File: config.mk
export PLATFORM = sky130hd
export DESIGN_NAME = t2rc_timer
export DESIGN_NICKNAME = d
export VERILOG_FILES = /design/src/inc/t2rc_pkg.sv /design/src/inc/t2rc_edge_if.sv /design/src/rtl/t2rc_edge_detect.sv /design/src/rtl/t2rc_timer.sv
export VERILOG_INCLUDE_DIRS = /design/src /design/src/inc
export SDC_FILE = /design/constraint.sdc
export NUM_CORES = 1
export LEC_CHECK = 0
export BUFFER_PORTS_ARGS = -buffer_cell sky130_fd_sc_hd__buf_2
export CAP_MARGIN = 20
export CORE_ASPECT_RATIO = 1.5
export CORE_UTILIZATION = 31
export DETAILED_ROUTE_END_ITERATION = 6
export MAX_ROUTING_LAYER = met4
export PLACE_DENSITY = 0.6
export SLEW_MARGIN = 30
export SYNTH_ARGS = -nofsm -noshare
export SYNTH_HDL_FRONTEND = slang
export SYNTH_HIERARCHICAL = 1
export SYNTH_SLANG_ARGS = --single-unit
File: constraint.sdc
create_clock -name clk -period 3.1 [get_ports clk]
set_input_delay 0.62 -clock clk [delete_from_list [all_inputs] [get_ports clk]]
set_output_delay 0.62 -clock clk [all_outputs]
set_load 0.02 [all_outputs]
File: src/inc/t2rc_defines.svh
// register indices, field positions, reset values of the second timer
// assumes a 32-bit apb with byte address equal to four times the index
`ifndef T2RC_DEFINES_SVH
`define T2RC_DEFINES_SVH

`define T2RC_IDX_CTRL     14'h0418
`define T2RC_IDX_MODE     14'h0419
`define T2RC_IDX_CNT_LO   14'h041a
`define T2RC_IDX_CNT_HI   14'h041b
`define T2RC_IDX_RLD_LO   14'h041c
`define T2RC_IDX_RLD_HI   14'h041d
`define T2RC_IDX_CAP_LO   14'h041e
`define T2RC_IDX_CAP_HI   14'h041f
`define T2RC_IDX_IST      14'h0420
`define T2RC_IDX_IMASK    14'h0421

`define T2RC_CTL_WRAP     7
`define T2RC_CTL_EXT      6
`define T2RC_CTL_A_RX     5
`define T2RC_CTL_A_TX     4
`define T2RC_CTL_EXT_EN   3
`define T2RC_CTL_RUN      2
`define T2RC_CTL_SRC      1
`define T2RC_CTL_CRSEL    0
`define T2RC_MODE_B_RX    5
`define T2RC_MODE_B_TX    4
`define T2RC_MODE_DOWN_COUNT_ENABLE    0
`define T2RC_MODE_WMASK   8'h31

`define T2RC_IST_WRAP     0
`define T2RC_IST_EXT      1

`define T2RC_CTL_RST      8'h00
`define T2RC_MODE_RST     8'h00
`define T2RC_CNT_RST      16'h0000
`define T2RC_CNT_TOP      16'hffff

`endif

File: src/inc/t2rc_pkg.sv
// types shared by the second timer modules
// assumes t2rc_defines.svh for all numbers
package t2rc_pkg;
  typedef enum logic [1:0] {
    T2RC_RELOAD,
    T2RC_UPDOWN,
    T2RC_CAPTURE,
    T2RC_BAUD
  } t2rc_mode_t;
endpackage

File: src/inc/t2rc_edge_if.sv
// edge events passed from the pin detector to the timer core
// assumes both ends run on the one timer clock
`timescale 1ns/100ps
`default_nettype none
interface t2rc_edge_if;
  logic trig_fall;
  logic count_fall;
  modport src (output trig_fall, output count_fall);
  modport snk (input trig_fall, input count_fall);
endinterface
`default_nettype wire

File: src/rtl/t2rc_edge_detect.sv
// falling-edge detector for the trigger and count pins
// assumes pins already synchronous to clk
`timescale 1ns/100ps
`default_nettype none
module t2rc_edge_detect (
  input  wire logic clk,
  input  wire logic reset,
  input  wire logic trig_pin,
  input  wire logic count_pin,
  t2rc_edge_if.src  edges
);
  logic trig_prev_q;
  logic count_prev_q;

  // previous level resets low so a pin held low is no edge
  always_ff @(posedge clk or posedge reset) begin
    if (reset) begin
      trig_prev_q  <= 1'b0;
      count_prev_q <= 1'b0;
    end else begin
      trig_prev_q  <= trig_pin;
      count_prev_q <= count_pin;
    end
  end

  assign edges.trig_fall  = trig_prev_q & ~trig_pin;
  assign edges.count_fall = count_prev_q & ~count_pin;
endmodule
`default_nettype wire

File: src/rtl/t2rc_timer.sv
// second timer: 16-bit reload, capture and baud timer behind apb
// assumes synchronous pins and a one-cycle prescaled tick from outside
//
// The implementer's own choice: the APB register port.
`include "t2rc_defines.svh"
`timescale 1ns/100ps
`default_nettype none
// What this block does
// - outside baud mode, source select 0 counts prescaled ticks, 1 counts count pin falling edges.
// - counter counts only while run bit is set; a reload-mode trigger edge reloads it even when stopped.
// - overflow or underflow sets the wrap flag outside baud mode.
// - capture mode without trigger enable is a plain 16-bit counter.
// - capture mode trigger falling edge copies count into capture registers.
// - capturing edge sets external event flag, which may interrupt.
// - reload mode overflow loads counter from reload registers.
// - reload mode trigger falling edge reloads counter and sets event flag.
// - without down enable, count up only, overflowing after ffff.
// - with down enable outside capture and baud mode, trigger pin high counts up, low counts down.
// - up/down overflow past ffff reloads and sets wrap flag.
// - counting down, equality with reload loads ffff and sets wrap flag.
// - up/down mode toggles event flag on wrap, no interrupt from it.
// - wrap or event flag raises interrupt when enabled; software clears them.
// - each uart select routes overflow rate to that uart direction.
// - baud mode counts prescaled ticks.
// - baud mode roll-overs never request the interrupt.
module t2rc_timer
  import t2rc_pkg::*;
(
  input  wire logic        clk,
  input  wire logic        reset,
  input  wire logic        psel,
  input  wire logic        penable,
  input  wire logic        pwrite,
  input  wire logic [15:0] paddr,
  input  wire logic [31:0] pwdata,
  output var  logic [31:0] prdata,
  output var  logic        pready,
  output var  logic        pslverr,
  input  wire logic        prescaled_timer_clock,
  input  wire logic        ext_trigger_pin,
  input  wire logic        count_pin,
  output var  logic        uart_a_tx_baud,
  output var  logic        uart_a_rx_baud,
  output var  logic        uart_b_tx_baud,
  output var  logic        uart_b_rx_baud,
  output var  logic        irq
);

  function automatic logic hit(input logic [15:0] a, input logic [13:0] idx);
    return a[15:2] == idx;
  endfunction

  function automatic t2rc_mode_t decode_mode(input logic [7:0] c, input logic [7:0] m);
    if (c[`T2RC_CTL_A_RX] | c[`T2RC_CTL_A_TX] | m[`T2RC_MODE_B_RX] | m[`T2RC_MODE_B_TX])
      return T2RC_BAUD;
    else if (c[`T2RC_CTL_CRSEL])
      return T2RC_CAPTURE;
    else if (m[`T2RC_MODE_DOWN_COUNT_ENABLE])
      return T2RC_UPDOWN;
    else
      return T2RC_RELOAD;
  endfunction

  t2rc_edge_if edges ();

  t2rc_edge_detect u_edge (
    .clk       (clk),
    .reset     (reset),
    .trig_pin  (ext_trigger_pin),
    .count_pin (count_pin),
    .edges     (edges.src)
  );

  logic [7:0]  ctl_q;
  logic [7:0]  mode_q;
  logic [15:0] cnt_q;
  logic [15:0] rld_q;
  logic [15:0] cap_q;
  logic [1:0]  ist_q;
  logic [1:0]  imask_q;
  logic        wr_acc;
  logic        setup;
  logic        wr_ctl;
  logic        wr_mode;
  logic        wr_cnt_lo;
  logic        wr_cnt_hi;
  logic        wr_ist;
  t2rc_mode_t  mode;
  logic        tick;
  logic        count_up;
  logic        ovf;
  logic        unf;
  logic        wrap_evt;
  logic        trig_evt;
  logic        wrap_irq;
  logic [31:0] rd_mux;
  logic        mapped;

  assign wr_acc    = psel & penable & pready & pwrite;
  assign setup     = psel & ~penable;
  assign wr_ctl    = wr_acc & hit(paddr, `T2RC_IDX_CTRL);
  assign wr_mode   = wr_acc & hit(paddr, `T2RC_IDX_MODE);
  assign wr_cnt_lo = wr_acc & hit(paddr, `T2RC_IDX_CNT_LO);
  assign wr_cnt_hi = wr_acc & hit(paddr, `T2RC_IDX_CNT_HI);
  assign wr_ist    = wr_acc & hit(paddr, `T2RC_IDX_IST);

  assign mode = decode_mode(ctl_q, mode_q);

  // baud mode ignores the source bit and always takes the prescaled tick
  assign tick = ctl_q[`T2RC_CTL_RUN] &
                ((mode == T2RC_BAUD || !ctl_q[`T2RC_CTL_SRC]) ? prescaled_timer_clock
                                                              : edges.count_fall);
  assign count_up = (mode != T2RC_UPDOWN) | ext_trigger_pin;
  assign ovf      = tick & count_up & (cnt_q == `T2RC_CNT_TOP);
  assign unf      = tick & ~count_up & (cnt_q == rld_q);
  assign wrap_evt = ovf | unf;
  assign wrap_irq = wrap_evt & (mode != T2RC_BAUD);
  // the trigger pin only steers direction in up/down mode
  assign trig_evt = edges.trig_fall & ctl_q[`T2RC_CTL_EXT_EN] &
                    (mode == T2RC_CAPTURE || mode == T2RC_RELOAD);

  // software write to the count wins over any hardware load that cycle
  always_ff @(posedge clk or posedge reset) begin
    if (reset) begin
      cnt_q <= `T2RC_CNT_RST;
    end else if (wr_cnt_lo | wr_cnt_hi) begin
      if (wr_cnt_lo) cnt_q[7:0] <= pwdata[7:0];
      if (wr_cnt_hi) cnt_q[15:8] <= pwdata[7:0];
    end else if (unf) begin
      cnt_q <= `T2RC_CNT_TOP;
    end else if (ovf) begin
      cnt_q <= (mode == T2RC_CAPTURE) ? `T2RC_CNT_RST : rld_q;
    end else if (trig_evt && mode == T2RC_RELOAD) begin
      cnt_q <= rld_q;
    end else if (tick) begin
      cnt_q <= count_up ? 16'(cnt_q + 16'h0001) : 16'(cnt_q - 16'h0001);
    end
  end

  // control: hardware set of a flag beats a same-cycle software clear
  always_ff @(posedge clk or posedge reset) begin
    if (reset) begin
      ctl_q <= `T2RC_CTL_RST;
    end else begin
      if (wr_ctl) ctl_q <= pwdata[7:0];
      if (wrap_irq) ctl_q[`T2RC_CTL_WRAP] <= 1'b1;
      if (trig_evt) ctl_q[`T2RC_CTL_EXT] <= 1'b1;
      else if (wrap_evt && mode == T2RC_UPDOWN)
        ctl_q[`T2RC_CTL_EXT] <= ~ctl_q[`T2RC_CTL_EXT];
    end
  end

  always_ff @(posedge clk or posedge reset) begin
    if (reset) mode_q <= `T2RC_MODE_RST;
    else if (wr_mode) mode_q <= pwdata[7:0] & `T2RC_MODE_WMASK;
  end

  always_ff @(posedge clk or posedge reset) begin
    if (reset) begin
      rld_q <= `T2RC_CNT_RST;
    end else if (wr_acc) begin
      if (hit(paddr, `T2RC_IDX_RLD_LO)) rld_q[7:0] <= pwdata[7:0];
      if (hit(paddr, `T2RC_IDX_RLD_HI)) rld_q[15:8] <= pwdata[7:0];
    end
  end

  always_ff @(posedge clk or posedge reset) begin
    if (reset) begin
      cap_q <= `T2RC_CNT_RST;
    end else if (trig_evt && mode == T2RC_CAPTURE) begin
      cap_q <= cnt_q;
    end else if (wr_acc) begin
      if (hit(paddr, `T2RC_IDX_CAP_LO)) cap_q[7:0] <= pwdata[7:0];
      if (hit(paddr, `T2RC_IDX_CAP_HI)) cap_q[15:8] <= pwdata[7:0];
    end
  end

  // sticky status, write one to clear, set wins
  always_ff @(posedge clk or posedge reset) begin
    if (reset) begin
      ist_q <= 2'b00;
    end else begin
      ist_q <= (ist_q & ~(wr_ist ? pwdata[1:0] : 2'b00)) | {trig_evt, wrap_irq};
    end
  end

  always_ff @(posedge clk or posedge reset) begin
    if (reset) imask_q <= 2'b00;
    else if (wr_acc && hit(paddr, `T2RC_IDX_IMASK)) imask_q <= pwdata[1:0];
  end

  always_ff @(posedge clk or posedge reset) begin
    if (reset) irq <= 1'b0;
    else irq <= |(ist_q & imask_q);
  end

  // baud outputs pulse once per overflow, one cycle late
  always_ff @(posedge clk or posedge reset) begin
    if (reset) begin
      uart_a_tx_baud <= 1'b0;
      uart_a_rx_baud <= 1'b0;
      uart_b_tx_baud <= 1'b0;
      uart_b_rx_baud <= 1'b0;
    end else begin
      uart_a_tx_baud <= ovf & ctl_q[`T2RC_CTL_A_TX];
      uart_a_rx_baud <= ovf & ctl_q[`T2RC_CTL_A_RX];
      uart_b_tx_baud <= ovf & mode_q[`T2RC_MODE_B_TX];
      uart_b_rx_baud <= ovf & mode_q[`T2RC_MODE_B_RX];
    end
  end

  always_comb begin
    rd_mux = 32'h0000_0000;
    mapped = 1'b1;
    case (paddr[15:2])
      `T2RC_IDX_CTRL:   rd_mux[7:0] = ctl_q;
      `T2RC_IDX_MODE:   rd_mux[7:0] = mode_q;
      `T2RC_IDX_CNT_LO: rd_mux[7:0] = cnt_q[7:0];
      `T2RC_IDX_CNT_HI: rd_mux[7:0] = cnt_q[15:8];
      `T2RC_IDX_RLD_LO: rd_mux[7:0] = rld_q[7:0];
      `T2RC_IDX_RLD_HI: rd_mux[7:0] = rld_q[15:8];
      `T2RC_IDX_CAP_LO: rd_mux[7:0] = cap_q[7:0];
      `T2RC_IDX_CAP_HI: rd_mux[7:0] = cap_q[15:8];
      `T2RC_IDX_IST:    rd_mux[1:0] = ist_q;
      `T2RC_IDX_IMASK:  rd_mux[1:0] = imask_q;
      default:          mapped = 1'b0;
    endcase
  end

  // one wait-free access: data is sampled in setup, so a count read
  // shows the value one cycle before the access edge
  always_ff @(posedge clk or posedge reset) begin
    if (reset) begin
      pready  <= 1'b0;
      pslverr <= 1'b0;
      prdata  <= 32'h0000_0000;
    end else begin
      pready  <= setup;
      pslverr <= setup & ~mapped;
      prdata  <= (setup & ~pwrite) ? rd_mux : 32'h0000_0000;
    end
  end
endmodule
`default_nettype wire

==> impl_metrics.csv <==
group,metric,value,unit
power_and_ir_drop,power.density,376,nW/µm²
detailed_routing,first_iter_violations,371,
critical_path,critPathRequiredTime,3.32,ns
die,die_area,16900,µm²
place,dpl.cell_count,813,
synth,synthCells,547,
place,place_congestion,0.967,
clock_tree,htreeDepth,3,
global_routing,grt_pass1_vias,4648,
detailed_routing,vias,4715,
sta,fin_crit_sh,91.3,%
final_layout,fin_cells,829,
synth,synthAdderAreaFrac,0.246,%
synth,async_reset_ff_share,100,%
critical_path,timing.rr.start,"ctl_q[4]$_DFFE_PP0P_",
power_and_ir_drop,intPower,1.71,mW
detailed_routing,wirelength,17200,µm
synth,synth_cell_type_count,66,
hold_path,min_path_type,"in -> async",
detailed_routing,first_pass_iters,7,
clock_tree,postCtsSetupBuffers,0,
status,violations,"design-rule violations",
critical_path,slowest_stage,"or4b_2",
critical_path,crit_chain,"nor4_2, buf_4, a211oi_1, nand2_1, or4b_2, o2111a_1, or3_1",
die,die_w,107,µm
clock_tree,cts.path.max_buffers,2,
synth,synth_xor_area_share,4.82,%
synth,yosys_register_bits,80,
die,num_rows,57,
job,maxCapViolations,0,
power_and_ir_drop,pwr-share-seq,46.0,%
global_routing,grt_pass1_wl,26400,µm
clock_tree,cts_hold_buf,0,
synth,synth_top_family_by_area,"simple AND/OR/NAND/NOR gates",
sta,setup_viol,0,
final_layout,multi_input_area,2830,µm²
clock_tree,tritoncts,"yes",
sta,timing.fmax,0.353,GHz
synth,synth_simple_gate_area_share,20.8,%
final_layout,seqCellArea,2000,µm²
clock_tree,numCtsBuffers,9,
synth,synth_area,5090,µm²
global_routing,gr-total-overflow,0,
global_routing,antenna_found_initial,0,
final_layout,drive_above_1_share,26.2,%
critical_path,arrival,3.05,ns
final_layout,syn2layout_area_growth,19.1,%
clock_tree,clk_latency,0.35,ns
critical_path,cp_num_buf_inv,1,
critical_path,critPathLaunch,"ctl_q[4]$_DFFE_PP0P_",
critical_path,critPathMaxStageDelay,0.72,ns
synth,yosysWarnings,6,
sta,worst_pin_slew,0.697,ns
status,status,"finished, violations left",
die,coreArea,16100,µm²
synth,synth-main-ff-cell,"dfrtp_1",
critical_path,path_class,"reg -> reg",
final_layout,final_nets,675,
clock_tree,post_cts_resized,0,
power_and_ir_drop,p_sw_share,24.9,%
critical_path,crit_fanout,10,
power_and_ir_drop,p_leak,2.81,nW
critical_path,end_kind,"flip-flop",
critical_path,setup.worst_path.start_class,"flip-flop",
place,hpwlAfterDp,13400,µm
detailed_routing,wl_per_cell,20.7,µm
synth,postSynthAreaPerCell,9.31,µm²
detailed_routing,postRouteAntennaNets,0,
die,chipHeight,159,µm
global_routing,grt_max_degree,33,
power_and_ir_drop,ir_worst_vdd,277,µV
power_and_ir_drop,p_clk_share,48.2,%
clock_tree,root_buffer,"clkbuf_16",
synth,synth_edf_count,0,
sta,drv_slew,0,
sta,rsz0062_at_grt,"no",
die,start_util,31.6,%
sta,tns,0,ns
sta,final_hold_viol_count,0,
sta,maxSlewHeadroom,53.5,%
die,ios,95,
detailed_routing,drc,2,
final_layout,fill_cells,1663,
sta,fin_skew,0.00785,ns
clock_tree,path_clk_slew,0.06,ns
synth,synth_compound_area_share,16.0,%
final_layout,num_antenna_cells,0,
sta,min_period,2.83,ns
critical_path,cp_top_family,"simple AND/OR/NAND/NOR gates",
synth,synth-seq-area-share,39.3,%
power_and_ir_drop,power.switching,568,µW
final_layout,postLayoutCoreUtil,37.6,%
global_routing,grt_usage,21.3,%
synth,yosys-mux-area-fraction,11.7,%
power_and_ir_drop,p_comb_share,5.9,%
sta,holdWs,0.136,ns
place,portBuffers,44,
detailed_routing,via_per_inst,5.69,
clock_tree,cts.sinks,80,
[routing by layer]
metal / wire length (µm) / global-route usage [%] / share of wire (%)
met1: 6100 / 22.2 / 35
met2: 8860 / 35.6 / 52
met3: 799 / 2.62 / 4.6
met4: 1430 / 16.9 / 8.3
met5: 0 / - / 0
[final cells by class]
| class | instances | area share [%] |
|---|---|---|
| Clock buffer | 9 | 3.72 |
| Timing Repair Buffer | 98 | 10.5 |
| Sequential cell | 80 | 33.0 |
| Inverter | 8 | 0.516 |
| Clock inverter | 7 | 1.30 |
| Multi-Input combinational cell | 421 | 46.6 |
| Tap cell | 206 | 4.25 |
[path summary, 6_finish.rpt]
check,to,slack (ns),depth (start not counted)
worst min register to register,ctl_q[7]$_DFFE_PP0P_,0.51,2
worst max-delay path,ctl_q[6]$_DFFE_PP0P_,0.27,7
worst max register to register,ctl_q[6]$_DFFE_PP0P_,0.27,7
min in group clk,u_edge/count_prev_q$_DFF_PP0_,0.42,1
worst min-delay path,u_edge/trig_prev_q$_DFF_PP0_,0.14,2
max in group asynchronous,rld_q[12]$_DFFE_PP0P_,2.02,3
[power groups by stage]
stage	clock, mW	sequential (mW)	combinational (mW)
6_report	1.10	1.05	0.134
4_1_cts	1.12	1.05	0.135
3_5_place_dp	0	1.07	0.134
3_3_place_gp	0	1.07	0.131
5_1_grt	1.16	1.05	0.146
2_1_floorplan	0	1.07	0.0996
[flip-flops by register name (all words and copies together), names as in the netlist, 2 cells and up]
name and cells:
imask_q 2, cnt_q 16, mode_q 3, rld_q 16, prdata 8, cap_q 16
ist_q 2, ctl_q 8
[stage by stage]
stage               power [mW]  instance area [µm²]  worst slack [ns]
finish                    2.28                 6060             0.270
global route              2.35                 6060          0.000414
CTS                       2.30                 6050             0.176
detailed placement        1.20                 5750           -0.0918
global placement          1.20                 5750            0.0126
floorplan                 1.17                 5180             0.168
[placed cells by master, fill, tap and decap left out, types with 3 or more instances in the layout]
cell type	synthesis	layout
buf_4	24	53
a211oi_1	4	4
nand2b_1	6	6
a222oi_1	6	6
xnor2_1	9	9
buf_2	6	44
and2_1	6	6
dfrtp_1	80	80
o21ai_0	6	6
nand2_1	43	43
or4_1	6	6
mux2_2	27	27
a31oi_1	12	12
o22ai_1	16	16
nand3_1	17	17
a22oi_1	6	6
and3_1	6	6
mux2i_1	27	27
inv_1	8	7
nand4_1	7	7
a21oi_1	37	37
clkbuf_16	0	9
xor2_1	19	19
a221oi_1	10	10
nor4b_1	3	3
nor3b_1	3	3
nor4_1	18	17
conb_1	1	24
or2_2	3	3
nor3_1	11	11
nor2_1	44	43
[logic make-up after synthesis]
family                   after synthesis
buffers and inverters                 69
adder cells (fa/ha/maj)                1
AND/OR/NAND/NOR                      193
flip-flops                            80
other                                  1
multiplexers                          55
XOR/XNOR                              28
AO/OA/AOI/OAI                        120
[synth_stat cells, drive strengths merged (2+ instances only)]
cell,number,share of area [%]
a21oi,37,3.6
nor2b,3,0.66
and3,6,0.74
buf,34,4.4
dfrtp,80,39
nand2b,6,0.74
o21a,2,0.29
nor3,14,1.8
or3b,2,0.34
xor2,19,3.3
or3,2,0.25
nand4,7,0.86
nor4b,3,0.52
nor2,45,3.4
mux2,27,6.0
xnor2,9,1.5
a222oi,6,1.2
or4b,3,0.59
nand2,43,3.2
clkbuf,27,2.0
nor4,20,3.0
nand3b,2,0.29
o21ai,6,0.59
a31oi,12,1.5
mux2i,27,5.3
nor3b,3,0.44
nand3,17,1.7
a22oi,6,0.88
o211a,2,0.39
inv,8,0.59
and2,6,0.74
a211oi,4,0.59
or4,6,0.88
a21bo,2,0.39
o22ai,16,2.0
a41oi,2,0.34
a221oi,10,1.7
or2,3,0.37
[worst reg2reg max path, cell delays in order (launching register included)]
cell and delay [ns]:
dfrtp_1 0.50, nor4_2 0.10, buf_4 0.18, a211oi_1 0.44
nand2_1 0.22, or4b_2 0.72, o2111a_1 0.16, or3_1 0.37
Power figures use the tool's default switching activity.
